===== src/verilog/rbc_pkg.sv =====
// constants, encodings and register map of the rotate/bit/call/return execution unit
`default_nettype none
package rbc_pkg;
  // register byte offsets on the axi4-lite bus
  localparam logic [7:0] OFF_CMD    = 8'h00;
  localparam logic [7:0] OFF_ACC    = 8'h04;
  localparam logic [7:0] OFF_PSW    = 8'h08;
  localparam logic [7:0] OFF_SP     = 8'h0c;
  localparam logic [7:0] OFF_PC     = 8'h10;
  localparam logic [7:0] OFF_PTR    = 8'h14;
  localparam logic [7:0] OFF_STATUS = 8'h18;
  // command word fields
  localparam int CMD_OP_LSB   = 0;
  localparam int CMD_KIND_LSB = 4;
  localparam int CMD_BIT_LSB  = 8;
  localparam int CMD_ADDR_LSB = 16;
  // status word fields
  localparam int ST_BUSY    = 0;
  localparam int ST_NONMASKABLE_IN_SERVICE_FLAG    = 1;
  localparam int ST_INHIBIT = 2;
  localparam int ST_ILLEGAL = 3;
  // processor status word bit positions
  localparam int PSW_CY = 0;
  localparam int PSW_AC = 4;
  localparam int PSW_Z  = 6;
  localparam int PSW_IE = 7;
  // values after reset
  localparam logic [7:0]  RST_ACC = 8'h00;
  localparam logic [7:0]  RST_PSW = 8'h00;
  localparam logic [15:0] RST_SP  = 16'h0000;
  localparam logic [15:0] RST_PC  = 16'h0000;
  localparam logic [15:0] RST_PTR = 16'h0000;
  // call table: upper eight address bits zero, then a fixed base pair, index, even byte
  localparam logic [7:0]  TBL_HIGH = 8'h00;
  localparam logic [1:0]  TBL_BASE = 2'b01;
  // return address offsets
  localparam logic [15:0] CALL_LEN  = 16'h0003;
  localparam logic [15:0] TABLE_SUBROUTINE_CALL_OP_LEN = 16'h0001;
  // bus responses
  localparam logic [1:0] RESP_OKAY   = 2'b00;
  localparam logic [1:0] RESP_SLVERR = 2'b10;

  typedef enum logic [3:0] {
    rotate_left_op                = 4'b0001,
    rotate_right_through_carry_op = 4'b0010,
    rotate_left_through_carry_op  = 4'b0011,
    single_bit_set_op             = 4'b0100,
    single_bit_clear_op           = 4'b0101,
    carry_invert_op               = 4'b0110,
    direct_subroutine_call_op     = 4'b0111,
    table_subroutine_call_op      = 4'b1000,
    subroutine_return_op          = 4'b1001,
    interrupt_return_op           = 4'b1010
  } rbc_op_e;

  typedef enum logic [2:0] {
    KIND_SHORT   = 3'b000,
    KIND_SPECIAL = 3'b001,
    KIND_ACC     = 3'b010,
    KIND_PSW     = 3'b011,
    KIND_POINTER = 3'b100,
    KIND_CARRY   = 3'b101
  } rbc_kind_e;

  typedef enum logic [3:0] {
    S_IDLE   = 4'b0000,
    S_EXEC   = 4'b0001,
    S_PUSH_H = 4'b0010,
    S_PUSH_L = 4'b0011,
    S_TBL_L  = 4'b0100,
    S_TBL_H  = 4'b0101,
    S_TBL_D  = 4'b0110,
    S_POP_L  = 4'b0111,
    S_POP_H  = 4'b1000,
    S_POP_P  = 4'b1001,
    S_POP_W  = 4'b1010,
    S_RMW_R  = 4'b1011,
    S_RMW_W  = 4'b1100
  } rbc_state_e;
endpackage
`default_nettype wire


===== src/verilog/rbc_exec.sv =====
// execution unit for rotates, single-bit ops, calls and returns with an axi4-lite register port
//
// The AXI4-Lite slave port and the address map are this design's own decisions.
`default_nettype none
module rbc_exec (
  input  wire logic        aclk,
  input  wire logic        aresetn,
  input  wire logic [7:0]  s_axi_awaddr,
  input  wire logic        s_axi_awvalid,
  output logic             s_axi_awready,
  input  wire logic [31:0] s_axi_wdata,
  input  wire logic [3:0]  s_axi_wstrb,
  input  wire logic        s_axi_wvalid,
  output logic             s_axi_wready,
  output logic [1:0]       s_axi_bresp,
  output logic             s_axi_bvalid,
  input  wire logic        s_axi_bready,
  input  wire logic [7:0]  s_axi_araddr,
  input  wire logic        s_axi_arvalid,
  output logic             s_axi_arready,
  output logic [31:0]      s_axi_rdata,
  output logic [1:0]       s_axi_rresp,
  output logic             s_axi_rvalid,
  input  wire logic        s_axi_rready,
  output logic [15:0]      dmem_addr,
  output logic [7:0]       dmem_wdata,
  output logic             dmem_we,
  output logic             dmem_re,
  input  wire logic [7:0]  dmem_rdata,
  output logic [15:0]      pmem_addr,
  output logic             pmem_re,
  input  wire logic [7:0]  pmem_rdata,
  input  wire logic        nmi_req,
  input  wire logic        irq_req,
  output logic             nmi_ack,
  output logic             irq_ack
);
  rbc_pkg::rbc_state_e state;
  logic [31:0] cmd;
  logic [7:0]  acc;
  logic [7:0]  processor_status_word;
  logic [15:0] sp;
  logic [15:0] pc;
  logic [15:0] ptr;
  logic [7:0]  tmp;
  logic        nonmaskable_in_service_flag;
  logic        inhibit;
  logic        illegal;
  logic        aw_held;
  logic        w_held;
  logic [7:0]  aw_addr;
  logic [31:0] w_data;
  logic [3:0]  w_strb;
  logic        wr_fire;
  logic        cmd_start;
  logic        can_ack;
  logic        done;
  logic [31:0] wr_word;
  logic [31:0] rd_word;
  logic        rd_hit;

  rbc_pkg::rbc_op_e   op;
  rbc_pkg::rbc_kind_e kind;
  logic [2:0]  bsel;
  logic [15:0] opaddr;
  logic [15:0] ret_addr;
  logic [15:0] tbl_addr;

  assign op       = rbc_pkg::rbc_op_e'(cmd[rbc_pkg::CMD_OP_LSB +: 4]);
  assign kind     = rbc_pkg::rbc_kind_e'(cmd[rbc_pkg::CMD_KIND_LSB +: 3]);
  assign bsel     = cmd[rbc_pkg::CMD_BIT_LSB +: 3];
  assign opaddr   = cmd[rbc_pkg::CMD_ADDR_LSB +: 16];
  assign tbl_addr = {rbc_pkg::TBL_HIGH, rbc_pkg::TBL_BASE, opaddr[4:0], 1'b0};
  assign ret_addr = (op == rbc_pkg::table_subroutine_call_op) ? pc + rbc_pkg::TABLE_SUBROUTINE_CALL_OP_LEN : pc + rbc_pkg::CALL_LEN;

  // write one chosen value into a single bit of a byte
  function automatic logic [7:0] put_bit(input logic [7:0] b, input logic [2:0] n, input logic v);
    logic [7:0] r;
    r    = b;
    r[n] = v;
    return r;
  endfunction

  // byte-lane merge of bus write data over the old register value
  function automatic logic [31:0] merge(input logic [31:0] old, input logic [31:0] d, input logic [3:0] s);
    logic [31:0] r;
    r = old;
    for (int i = 0; i < 4; i++) begin
      if (s[i]) begin
        r[8*i +: 8] = d[8*i +: 8];
      end
    end
    return r;
  endfunction

  // write side: address and data are caught in either order, answered once both are held
  assign s_axi_awready = !aw_held && !s_axi_bvalid;
  assign s_axi_wready  = !w_held && !s_axi_bvalid;
  assign wr_fire       = aw_held && w_held && !s_axi_bvalid;
  assign cmd_start     = wr_fire && (aw_addr == rbc_pkg::OFF_CMD) && (state == rbc_pkg::S_IDLE);

  always_ff @(posedge aclk) begin
    if (!aresetn) begin
      aw_held      <= 1'b0;
      w_held       <= 1'b0;
      aw_addr      <= 8'h00;
      w_data       <= 32'h0000_0000;
      w_strb       <= 4'h0;
      s_axi_bvalid <= 1'b0;
      s_axi_bresp  <= rbc_pkg::RESP_OKAY;
    end else begin
      if (s_axi_awvalid && s_axi_awready) begin
        aw_held <= 1'b1;
        aw_addr <= s_axi_awaddr;
      end
      if (s_axi_wvalid && s_axi_wready) begin
        w_held <= 1'b1;
        w_data <= s_axi_wdata;
        w_strb <= s_axi_wstrb;
      end
      if (wr_fire) begin
        aw_held      <= 1'b0;
        w_held       <= 1'b0;
        s_axi_bvalid <= 1'b1;
        s_axi_bresp  <= (aw_addr[1:0] == 2'b00 && aw_addr <= rbc_pkg::OFF_STATUS) ? rbc_pkg::RESP_OKAY
                                                                                : rbc_pkg::RESP_SLVERR;
      end else if (s_axi_bready) begin
        s_axi_bvalid <= 1'b0;
      end
    end
  end

  // read side: one-cycle answer from a registered mux
  assign s_axi_arready = !s_axi_rvalid;
  always_comb begin
    rd_word = 32'h0000_0000;
    rd_hit  = 1'b1;
    unique case (s_axi_araddr)
      rbc_pkg::OFF_CMD:    rd_word = cmd;
      rbc_pkg::OFF_ACC:    rd_word = {24'h000000, acc};
      rbc_pkg::OFF_PSW:    rd_word = {24'h000000, processor_status_word};
      rbc_pkg::OFF_SP:     rd_word = {16'h0000, sp};
      rbc_pkg::OFF_PC:     rd_word = {16'h0000, pc};
      rbc_pkg::OFF_PTR:    rd_word = {16'h0000, ptr};
      rbc_pkg::OFF_STATUS: rd_word = {28'h0000000, illegal, inhibit, nonmaskable_in_service_flag, state != rbc_pkg::S_IDLE};
      default:             rd_hit  = 1'b0;
    endcase
  end

  always_ff @(posedge aclk) begin
    if (!aresetn) begin
      s_axi_rvalid <= 1'b0;
      s_axi_rdata  <= 32'h0000_0000;
      s_axi_rresp  <= rbc_pkg::RESP_OKAY;
    end else if (s_axi_arvalid && s_axi_arready) begin
      s_axi_rvalid <= 1'b1;
      s_axi_rdata  <= rd_word;
      s_axi_rresp  <= rd_hit ? rbc_pkg::RESP_OKAY : rbc_pkg::RESP_SLVERR;
    end else if (s_axi_rready) begin
      s_axi_rvalid <= 1'b0;
    end
  end

  // memory strobes follow the state; read data returns one cycle after the read strobe
  always_comb begin
    dmem_addr  = 16'h0000;
    dmem_wdata = 8'h00;
    dmem_we    = 1'b0;
    dmem_re    = 1'b0;
    pmem_addr  = 16'h0000;
    pmem_re    = 1'b0;
    unique case (state)
      rbc_pkg::S_PUSH_H: begin
        dmem_we    = 1'b1;
        dmem_addr  = sp - 16'h0001;
        dmem_wdata = ret_addr[15:8];
      end
      rbc_pkg::S_PUSH_L: begin
        dmem_we    = 1'b1;
        dmem_addr  = sp - 16'h0002;
        dmem_wdata = ret_addr[7:0];
      end
      rbc_pkg::S_TBL_L: begin
        pmem_re   = 1'b1;
        pmem_addr = tbl_addr;
      end
      rbc_pkg::S_TBL_H: begin
        pmem_re   = 1'b1;
        pmem_addr = tbl_addr + 16'h0001;
      end
      rbc_pkg::S_POP_L: begin
        dmem_re   = 1'b1;
        dmem_addr = sp;
      end
      rbc_pkg::S_POP_H: begin
        dmem_re   = 1'b1;
        dmem_addr = sp + 16'h0001;
      end
      rbc_pkg::S_POP_P: begin
        dmem_re   = (op == rbc_pkg::interrupt_return_op);
        dmem_addr = sp + 16'h0002;
      end
      rbc_pkg::S_RMW_R: begin
        dmem_re   = 1'b1;
        dmem_addr = (kind == rbc_pkg::KIND_POINTER) ? ptr : opaddr;
      end
      rbc_pkg::S_RMW_W: begin
        dmem_we    = 1'b1;
        dmem_addr  = (kind == rbc_pkg::KIND_POINTER) ? ptr : opaddr;
        dmem_wdata = put_bit(dmem_rdata, bsel, op == rbc_pkg::single_bit_set_op);
      end
      default: begin
      end
    endcase
  end

  assign wr_word = merge(32'h0000_0000, w_data, w_strb);

  // execution: state sequence and architectural registers together, bus writes only while idle
  always_ff @(posedge aclk) begin
    if (!aresetn) begin
      state   <= rbc_pkg::S_IDLE;
      cmd     <= 32'h0000_0000;
      acc     <= rbc_pkg::RST_ACC;
      processor_status_word     <= rbc_pkg::RST_PSW;
      sp      <= rbc_pkg::RST_SP;
      pc      <= rbc_pkg::RST_PC;
      ptr     <= rbc_pkg::RST_PTR;
      tmp     <= 8'h00;
      illegal <= 1'b0;
      done    <= 1'b0;
    end else begin
      done <= 1'b0;
      unique case (state)
        rbc_pkg::S_IDLE: begin
          if (cmd_start) begin
            cmd     <= merge(cmd, w_data, w_strb);
            illegal <= 1'b0;
            state   <= rbc_pkg::S_EXEC;
          end else if (wr_fire) begin
            unique case (aw_addr)
              rbc_pkg::OFF_ACC: acc <= w_strb[0] ? wr_word[7:0] : acc;
              rbc_pkg::OFF_PSW: processor_status_word <= w_strb[0] ? wr_word[7:0] : processor_status_word;
              rbc_pkg::OFF_SP:  sp  <= wr_word[15:0] | (sp & ~{{8{w_strb[1]}}, {8{w_strb[0]}}});
              rbc_pkg::OFF_PC:  pc  <= wr_word[15:0] | (pc & ~{{8{w_strb[1]}}, {8{w_strb[0]}}});
              rbc_pkg::OFF_PTR: ptr <= wr_word[15:0] | (ptr & ~{{8{w_strb[1]}}, {8{w_strb[0]}}});
              default: begin
              end
            endcase
          end
        end
        rbc_pkg::S_EXEC: begin
          state <= rbc_pkg::S_IDLE;
          done  <= 1'b1;
          unique case (op)
            rbc_pkg::rotate_left_op: begin
              acc             <= {acc[6:0], acc[7]};
              processor_status_word[rbc_pkg::PSW_CY] <= acc[7];
            end
            rbc_pkg::rotate_right_through_carry_op: begin
              acc             <= {processor_status_word[rbc_pkg::PSW_CY], acc[7:1]};
              processor_status_word[rbc_pkg::PSW_CY] <= acc[0];
            end
            rbc_pkg::rotate_left_through_carry_op: begin
              acc             <= {acc[6:0], processor_status_word[rbc_pkg::PSW_CY]};
              processor_status_word[rbc_pkg::PSW_CY] <= acc[7];
            end
            rbc_pkg::single_bit_set_op, rbc_pkg::single_bit_clear_op: begin
              unique case (kind)
                rbc_pkg::KIND_ACC:   acc <= put_bit(acc, bsel, op == rbc_pkg::single_bit_set_op);
                rbc_pkg::KIND_PSW:   processor_status_word <= put_bit(processor_status_word, bsel, op == rbc_pkg::single_bit_set_op);
                rbc_pkg::KIND_CARRY: processor_status_word[rbc_pkg::PSW_CY] <= (op == rbc_pkg::single_bit_set_op);
                rbc_pkg::KIND_SHORT, rbc_pkg::KIND_SPECIAL, rbc_pkg::KIND_POINTER: begin
                  state <= rbc_pkg::S_RMW_R;
                  done  <= 1'b0;
                end
                default: illegal <= 1'b1;
              endcase
            end
            rbc_pkg::carry_invert_op: begin
              if (kind == rbc_pkg::KIND_CARRY) begin
                processor_status_word[rbc_pkg::PSW_CY] <= !processor_status_word[rbc_pkg::PSW_CY];
              end else begin
                illegal <= 1'b1;
              end
            end
            // calls and returns go through the stack
            rbc_pkg::direct_subroutine_call_op, rbc_pkg::table_subroutine_call_op: begin
              state <= rbc_pkg::S_PUSH_H;
              done  <= 1'b0;
            end
            rbc_pkg::subroutine_return_op, rbc_pkg::interrupt_return_op: begin
              state <= rbc_pkg::S_POP_L;
              done  <= 1'b0;
            end
            default: illegal <= 1'b1;
          endcase
        end
        rbc_pkg::S_PUSH_H: state <= rbc_pkg::S_PUSH_L;
        rbc_pkg::S_PUSH_L: begin
          sp <= sp - 16'h0002;
          if (op == rbc_pkg::direct_subroutine_call_op) begin
            pc    <= opaddr;
            state <= rbc_pkg::S_IDLE;
            done  <= 1'b1;
          end else begin
            state <= rbc_pkg::S_TBL_L;
          end
        end
        rbc_pkg::S_TBL_L: state <= rbc_pkg::S_TBL_H;
        rbc_pkg::S_TBL_H: begin
          tmp   <= pmem_rdata;
          state <= rbc_pkg::S_TBL_D;
        end
        rbc_pkg::S_TBL_D: begin
          pc    <= {pmem_rdata, tmp};
          state <= rbc_pkg::S_IDLE;
          done  <= 1'b1;
        end
        rbc_pkg::S_POP_L: state <= rbc_pkg::S_POP_H;
        rbc_pkg::S_POP_H: begin
          tmp   <= dmem_rdata;
          state <= rbc_pkg::S_POP_P;
        end
        rbc_pkg::S_POP_P: begin
          pc <= {dmem_rdata, tmp};
          if (op == rbc_pkg::interrupt_return_op) begin
            state <= rbc_pkg::S_POP_W;
          end else begin
            sp    <= sp + 16'h0002;
            state <= rbc_pkg::S_IDLE;
            done  <= 1'b1;
          end
        end
        rbc_pkg::S_POP_W: begin
          processor_status_word   <= dmem_rdata;
          sp    <= sp + 16'h0003;
          state <= rbc_pkg::S_IDLE;
          done  <= 1'b1;
        end
        rbc_pkg::S_RMW_R: state <= rbc_pkg::S_RMW_W;
        rbc_pkg::S_RMW_W: begin
          state <= rbc_pkg::S_IDLE;
          done  <= 1'b1;
        end
        default: state <= rbc_pkg::S_IDLE;
      endcase
    end
  end

  // acknowledge only between instructions; non-maskable wins over maskable
  // gating
  assign can_ack = (state == rbc_pkg::S_IDLE) && !cmd_start && !done && !inhibit && !nonmaskable_in_service_flag;
  assign nmi_ack = can_ack && nmi_req;
  assign irq_ack = can_ack && !nmi_req && irq_req && processor_status_word[rbc_pkg::PSW_IE];

  // in-service and post-return inhibit; acks never coincide with a finishing return
  always_ff @(posedge aclk) begin
    if (!aresetn) begin
      nonmaskable_in_service_flag    <= 1'b0;
      inhibit <= 1'b0;
    end else begin
      // set on non-maskable acknowledge, cleared by interrupt return
      if (done && op == rbc_pkg::interrupt_return_op) begin
        nonmaskable_in_service_flag    <= 1'b0;
        inhibit <= 1'b1;
      end else begin
        if (nmi_ack) begin
          nonmaskable_in_service_flag <= 1'b1;
        end
        if (done) begin
          inhibit <= 1'b0;
        end
      end
    end
  end

  property p_rol;
    @(posedge aclk) disable iff (!aresetn)
    (state == rbc_pkg::S_EXEC && op == rbc_pkg::rotate_left_op) |=>
      acc == {$past(acc[6:0]), $past(acc[7])} && processor_status_word[rbc_pkg::PSW_CY] == $past(acc[7]) && $stable(processor_status_word[6:1]);
  endproperty
  a_rol: assert property (p_rol) else $error("rotate left result wrong");

  property p_rotate_right_through_carry_op;
    @(posedge aclk) disable iff (!aresetn)
    (state == rbc_pkg::S_EXEC && op == rbc_pkg::rotate_right_through_carry_op) |=>
      acc == {$past(processor_status_word[0]), $past(acc[7:1])} && processor_status_word[rbc_pkg::PSW_CY] == $past(acc[0]);
  endproperty
  a_rotate_right_through_carry_op: assert property (p_rotate_right_through_carry_op) else $error("rotate right through carry wrong");

  property p_rotate_left_through_carry_op;
    @(posedge aclk) disable iff (!aresetn)
    (state == rbc_pkg::S_EXEC && op == rbc_pkg::rotate_left_through_carry_op) |=>
      acc == {$past(acc[6:0]), $past(processor_status_word[0])} && processor_status_word[rbc_pkg::PSW_CY] == $past(acc[7]);
  endproperty
  a_rotate_left_through_carry_op: assert property (p_rotate_left_through_carry_op) else $error("rotate left through carry wrong");

  property p_carry_only;
    @(posedge aclk) disable iff (!aresetn)
    (state == rbc_pkg::S_EXEC && kind == rbc_pkg::KIND_CARRY &&
     (op == rbc_pkg::single_bit_set_op || op == rbc_pkg::single_bit_clear_op || op == rbc_pkg::carry_invert_op)) |=>
      $stable(processor_status_word[7:1]) && $stable(acc) &&
      processor_status_word[0] == (($past(op) == rbc_pkg::carry_invert_op) ? !$past(processor_status_word[0]) : ($past(op) == rbc_pkg::single_bit_set_op));
  endproperty
  a_carry_only: assert property (p_carry_only) else $error("carry flag op touched other state");

  property p_call_push;
    @(posedge aclk) disable iff (!aresetn)
    (state == rbc_pkg::S_EXEC && op == rbc_pkg::direct_subroutine_call_op) |=>
      dmem_we && dmem_addr == sp - 16'h0001 ##1 dmem_we && dmem_addr == sp - 16'h0002
      ##1 pc == $past(opaddr) && sp == $past(sp, 2) - 16'h0002;
  endproperty
  a_call_push: assert property (p_call_push) else $error("direct call push or jump wrong");

  property p_ret_sp;
    @(posedge aclk) disable iff (!aresetn)
    (state == rbc_pkg::S_EXEC && op == rbc_pkg::subroutine_return_op) |=>
      ##3 sp == $past(sp, 3) + 16'h0002 && state == rbc_pkg::S_IDLE && $stable(processor_status_word);
  endproperty
  a_ret_sp: assert property (p_ret_sp) else $error("return stack pointer wrong");

  property p_interrupt_return_op;
    @(posedge aclk) disable iff (!aresetn)
    (state == rbc_pkg::S_POP_W) |=> sp == $past(sp) + 16'h0003 && processor_status_word == $past(dmem_rdata)
      ##1 !nonmaskable_in_service_flag && inhibit;
  endproperty
  a_interrupt_return_op: assert property (p_interrupt_return_op) else $error("interrupt return did not restore");

  property p_no_ack;
    @(posedge aclk) disable iff (!aresetn)
    (nonmaskable_in_service_flag || inhibit) |-> !nmi_ack && !irq_ack;
  endproperty
  a_no_ack: assert property (p_no_ack) else $error("interrupt taken while blocked");

  property p_nonmaskable_in_service_flag_set;
    @(posedge aclk) disable iff (!aresetn)
    nmi_ack |=> nonmaskable_in_service_flag;
  endproperty
  a_nonmaskable_in_service_flag_set: assert property (p_nonmaskable_in_service_flag_set) else $error("in-service flag not set");
endmodule // rbc_exec
`default_nettype wire


===== config.mk =====
export PLATFORM = sky130hd
export DESIGN_NAME = rbc_exec
export DESIGN_NICKNAME = d
export VERILOG_FILES = /design/src/verilog/rbc_pkg.sv /design/src/verilog/rbc_exec.sv
export SDC_FILE = /design/constraint.sdc
export NUM_CORES = 1
export LEC_CHECK = 0
export BUFFER_PORTS_ARGS = -buffer_cell sky130_fd_sc_hd__buf_4
export CAP_MARGIN = 10
export CORE_ASPECT_RATIO = 0.7
export CORE_MARGIN = 1.5
export CORE_UTILIZATION = 55
export CTS_CLUSTER_SIZE = 28
export DETAILED_ROUTE_END_ITERATION = 8
export PLACE_DENSITY = 0.79
export SLEW_MARGIN = 10
export SYNTH_ARGS = -nofsm -noshare
export SYNTH_HDL_FRONTEND = slang
export SYNTH_SLANG_ARGS = --single-unit

===== constraint.sdc =====
create_clock -name aclk -period 9.8 [get_ports aclk]
set_clock_uncertainty 0.05 [all_clocks]
set_input_delay 1.96 -clock aclk [delete_from_list [all_inputs] [get_ports aclk]]
set_output_delay 1.96 -clock aclk [all_outputs]
set_load 0.05 [all_outputs]

* Word level (Yosys, flattened, before mapping)
Cells that the tools add are included.
** Storage, ports and cells
- Register bits after elaboration :: 196
- Input port bits :: 77
- Output and inout port bits :: 86
- Word-level logic and storage cells :: 243
** Operators by class
- Add/subtract/negate cells :: 8
- Order comparisons :: 3
- Eq/ne operators :: 58
- Muxes and demuxes :: 68
- Bitwise gates (word level) :: 9
- Reduce and logical (&&, ||, !) cells :: 71
** Operators by type and width (count)
- $pmux W32 S7 :: 1
- $mux W16 :: 10
- $pmux W16 S4 :: 2
- $pmux W16 S6 :: 1
- $mux W8 :: 10
- $add A16 B2 Y16 const B :: 3
- $and A16 B16 Y16 :: 3
- $or A16 B16 Y16 :: 3
- $pmux W8 S2 :: 3
- $pmux W8 S3 :: 2
- $eq A8 B5 Y1 const B :: 5
- $pmux W4 S10 :: 1
- $add A16 B1 Y16 const B :: 2
- $eq A4 B3 Y1 const B :: 8
- $eq A4 B4 Y1 const B :: 8
- $eq A8 B4 Y1 const B :: 4
- $pmux W8 S4 :: 1
- $bwmux W8 :: 3
- $logic_and A1 B1 Y1 :: 20
- $mux W1 :: 17
- $eq A4 B2 Y1 const B :: 4
- $eq A8 B3 Y1 const B :: 2
- $logic_not A8 Y1 :: 2
- $not A16 Y16 :: 1
- 44 further kinds :: 101

* Logic depth before layout (Yosys ltp)
- Depth after elaboration :: 12
- Gate-level depth with buffers :: 13
- Gate-level depth less buffers :: 10

* Least setup slack after synthesis
OpenSTA, ideal clock, no wires.
- Path type :: register -> output
- From :: register state[0]
- To :: output port dmem_addr[13]
- Arrival time :: 4.490 ns
- Data required time :: 7.790 ns
- Slack :: 3.300 ns
- Stages on the path, launching flop included :: 14
- Path buffers :: 4
- Path through :: dfxtp_1 -> buf_2 -> buf_1 -> nor2_1 -> nand2_1 -> clkbuf_1 -> clkbuf_1 -> ha_1 -> a21oi_1 -> nor2b_1 -> a31oi_1 -> o41a_1 -> o21a_1 -> o311ai_1
** Between the ends
- Cells in the longest elaborated chain, start to end :: 3
- Elaborated cells between the ends (all ways) :: 9
- Classes of those cells :: eq/ne: 7; mux: 1; reduce/logical: 1
** RTL lines
- start: declaration :: RTL line rbc_exec.sv:38 : rbc_pkg::rbc_state_e state;
- start signal: assignment :: RTL line rbc_exec.sv:222 : state <= rbc_pkg::S_IDLE;
- start signal: assignment :: RTL line rbc_exec.sv:239 : state <= rbc_pkg::S_EXEC;
- start signal: assignment :: RTL line rbc_exec.sv:253 : state <= rbc_pkg::S_IDLE;
- $eq A4 B4 Y1 :: RTL line rbc_exec.sv:172 : unique case (state)
- $reduce_or A2 Y1 (no source line)
- $pmux W16 S6 * :: RTL line rbc_exec.sv:172
- end: declaration :: RTL line rbc_exec.sv:25 : output logic [15:0] dmem_addr,
Mark *: on every way between the ends. The rest lies on a longest branch, timed or not.

* Final worst setup path
- From :: register state[1]
- To :: output port dmem_addr[12]
The elaborated chain is that of the path after synthesis.

==> flow_summary.json <==
{
  "status": "completed",
  "cts_tree": "yes",
  "reg2reg_slack_ns": 6.31,
  "path_clk_slew_ns": 0.08,
  "maxSlewViolCount": 0,
  "clock_latency_ns": 0.45,
  "hpwl_mm": 33.9,
  "required_ns": 7.79,
  "rsz0062_at_grt": "false",
  "grt_first_pass_wirelength_mm": 71.2,
  "worstPathArrival_ns": 4.04,
  "ir_worst_vdd_v": 0.000133,
  "postCtsSetupBuffers": 0,
  "slowest_stage": "dfxtp_1",
  "multi_input_area_um2": 7830,
  "drv_cap": 0,
  "slowest_delay_ns": 0.80,
  "grt_usage": 0.398,
  "io_pins": 163,
  "port_buffers": 151,
  "drcViolationCount": 0,
  "layout-drive-gt1-share": 0.148,
  "crit_fanout": 40,
  "setup_violations": 0,
  "max_freq_ghz": 0.165,
  "endpoint_kind": "output port",
  "synth_cell_types": 94,
  "ys.flop_type": "dfxtp_1",
  "async_flop_share": 0,
  "drt-total-wl_mm": 46.7,
  "cts_buffers": 17,
  "die_h_um": 128,
  "max_slew_margin": 0.148,
  "final_cell_mix": "nand2_1 (265), dfxtp_1 (194), buf_4 (170), a21oi_1 (168), nor2_1 (134)",
  "regArea_um2": 3880,
  "cts_resized": 0,
  "gp_congestion": 1.02,
  "diodes": 0,
  "syn_area_um2": 12300,
  "vias": 13483,
  "syn_avg_cell_area_um2": 7.60,
  "crit_family": "compound AO/OA/AOI/OAI gates",
  "min_period_over_period": 0.617,
  "min_period_ns": 6.05,
  "n_fill_cell": 1933,
  "critical_path.endpoint": "dmem_addr[12]",
  "coreArea_um2": 21800,
  "cts_root_buffer": "clkbuf_16",
  "cts_max_path_buffers": 2,
  "r2r_cells": 7,
  "startpoint_type": "flip-flop",
  "p_leak_nw": 5.30,
  "hold_viol_final": 0,
  "crit_cells": 11,
  "vias_per_cell": 6.83,
  "criticalPathCategory": "reg -> out",
  "cts_max_level": 4,
  "syn_to_final_growth_pct": 13.8,
  "worst-path-buf-inv": 2,
  "dieArea_um2": 23400,
  "dr.pass1.iters": 6,
  "grt_overflow": 0,
  "synth_seq_cells": 194,
  "cts_sinks": 194,
  "nNetsFinal": 1782,
  "drtIter0Drc": 2183,
  "p_per_area_nw_per_um2": 123,
  "tns_ns": 0,
  "crit_path_frequent_cell": "buf_4",
  "hold_class": "reg -> reg",
  "synthCells": 1625,
  "grt_max_degree": 86,
  "regToRegStartpoint": "state[0]",
  "synth_edf_count": 0,
  "grt_pass1_vias": 12042,
  "final_common_cell": "nand2_1",
  "routedWlPerCell_um": 23.7,
  "ctsHoldBuffers": 0,
  "ant_nets": 0,
  "startpoint": "state[1]",
  "ys_seq_area_frac": 0.315,
  "antenna_found_initial": 0,
  "ys_warn_count": 0,
  "worst_slew_pin_slew_ns": 1.27,
  "start_util": 0.565,
  "power_mw": 1.73,
  "die_w_um": 182,
  "rows": 45,
  "crit_chain": "nor2_1, nand2_1, buf_4, fa_1, a21o_1, a21oi_1, o31ai_1, a311oi_1, xor2_1, o21ai_0, buf_4"
}
## Yosys cell counts, drive strengths merged, types with 8 or more instances
| cell | n | share of area |
|---|---|---|
| a311oi | 16 | 0.013 |
| o22ai | 15 | 0.0076 |
| and2 | 18 | 0.0091 |
| clkbuf | 103 | 0.031 |
| nor3 | 27 | 0.012 |
| a222oi | 15 | 0.012 |
| nand4 | 14 | 0.0071 |
| a21o | 11 | 0.0067 |
| a22oi | 23 | 0.014 |
| nand2 | 266 | 0.081 |
| dfxtp | 194 | 0.31 |
| a221o | 8 | 0.0065 |
| o221ai | 26 | 0.018 |
| ha | 24 | 0.024 |
| mux2i | 62 | 0.050 |
| a221oi | 15 | 0.013 |
| nor2b | 20 | 0.010 |
| or2 | 9 | 0.0046 |
| o21ai | 62 | 0.025 |
| a211oi | 20 | 0.013 |
| and3 | 13 | 0.0066 |
| nand2b | 15 | 0.0076 |
| nor4 | 11 | 0.0061 |
| xor2 | 18 | 0.013 |
| xnor2 | 23 | 0.016 |
| nor2 | 138 | 0.043 |
| a21oi | 168 | 0.068 |
| a31oi | 17 | 0.0086 |
| buf | 42 | 0.019 |
| o211ai | 13 | 0.0079 |
| o31ai | 8 | 0.0049 |
| mux2 | 10 | 0.0091 |
| inv | 23 | 0.0070 |
| nand3 | 70 | 0.028 |
## logic make-up (layout without fill, tap and decap cells)
| group | after synthesis | after routing | synth area share |
|---|---|---|---|
| buffers and inverters | 169 | 226 | 0.0577 |
| muxes | 73 | 73 | 0.0612 |
| other | 1 | 11 | 0.000304 |
| xor gates and xnor gates | 41 | 41 | 0.0291 |
| DFF | 194 | 194 | 0.315 |
| adders and majority gates | 26 | 26 | 0.0276 |
| AOI/OAI and AO/OA | 480 | 480 | 0.265 |
| and+or+nand+nor | 641 | 641 | 0.245 |
## power breakdown
group | switching (mW) | internal [mW]
Combinational | 0.105 | 0.0506
Clock | 0.356 | 0.391
Sequential | 0.0223 | 0.804
Total | 0.483 | 1.25
## per-layer routing
metal	vias to the layer above	part of all wire	GRT usage
li1	6039	-	-
met1	6280	0.41	0.551
met2	1033	0.40	0.556
met3	131	0.15	0.154
met4	0	0.035	0.154
met5	-	0	0
## cell type report
type | count | share of cell area
clock buffers | 18 | 0.0305
clock inverters | 14 | 0.0138
inverters | 24 | 0.00659
multi-input cells | 1272 | 0.557
flip-flops and latches | 194 | 0.276
well taps | 282 | 0.0251
repair buffers | 170 | 0.0908
## worst min path at each step
stage                         start               to  slack [ns]  cells after the start
floorplan                   cmd[12]          cmd[12]        0.38                      2
CTS                 s_axi_rdata[20]  s_axi_rdata[20]        0.41                      2
global placement            cmd[13]          cmd[13]        0.39                      2
finish              s_axi_rdata[20]  s_axi_rdata[20]        0.40                      2
global route        s_axi_rdata[20]  s_axi_rdata[20]        0.43                      2
detailed placement  s_axi_rdata[20]  s_axi_rdata[20]        0.40                      2
## stage by stage
stage               setup WS [ns]  cell area [µm²]  hold WS (ns)  cells  utilization
finish                       3.75            14100         0.404   1974        0.643
global route                 3.53            14100         0.431   1974        0.643
CTS                          3.86            14000         0.406   1974        0.643
detailed placement           4.35            13400         0.396   1942        0.615
global placement             4.50            13400         0.390   1942        0.615
floorplan                    3.30            12400         0.384   1635            -
## tightest hold or removal path, stage by stage (launching register included)
cell     delay (ns)
dfxtp_1        0.31
nand2_1        0.05
a21oi_1        0.05
(Power assumes the default switching activity.)
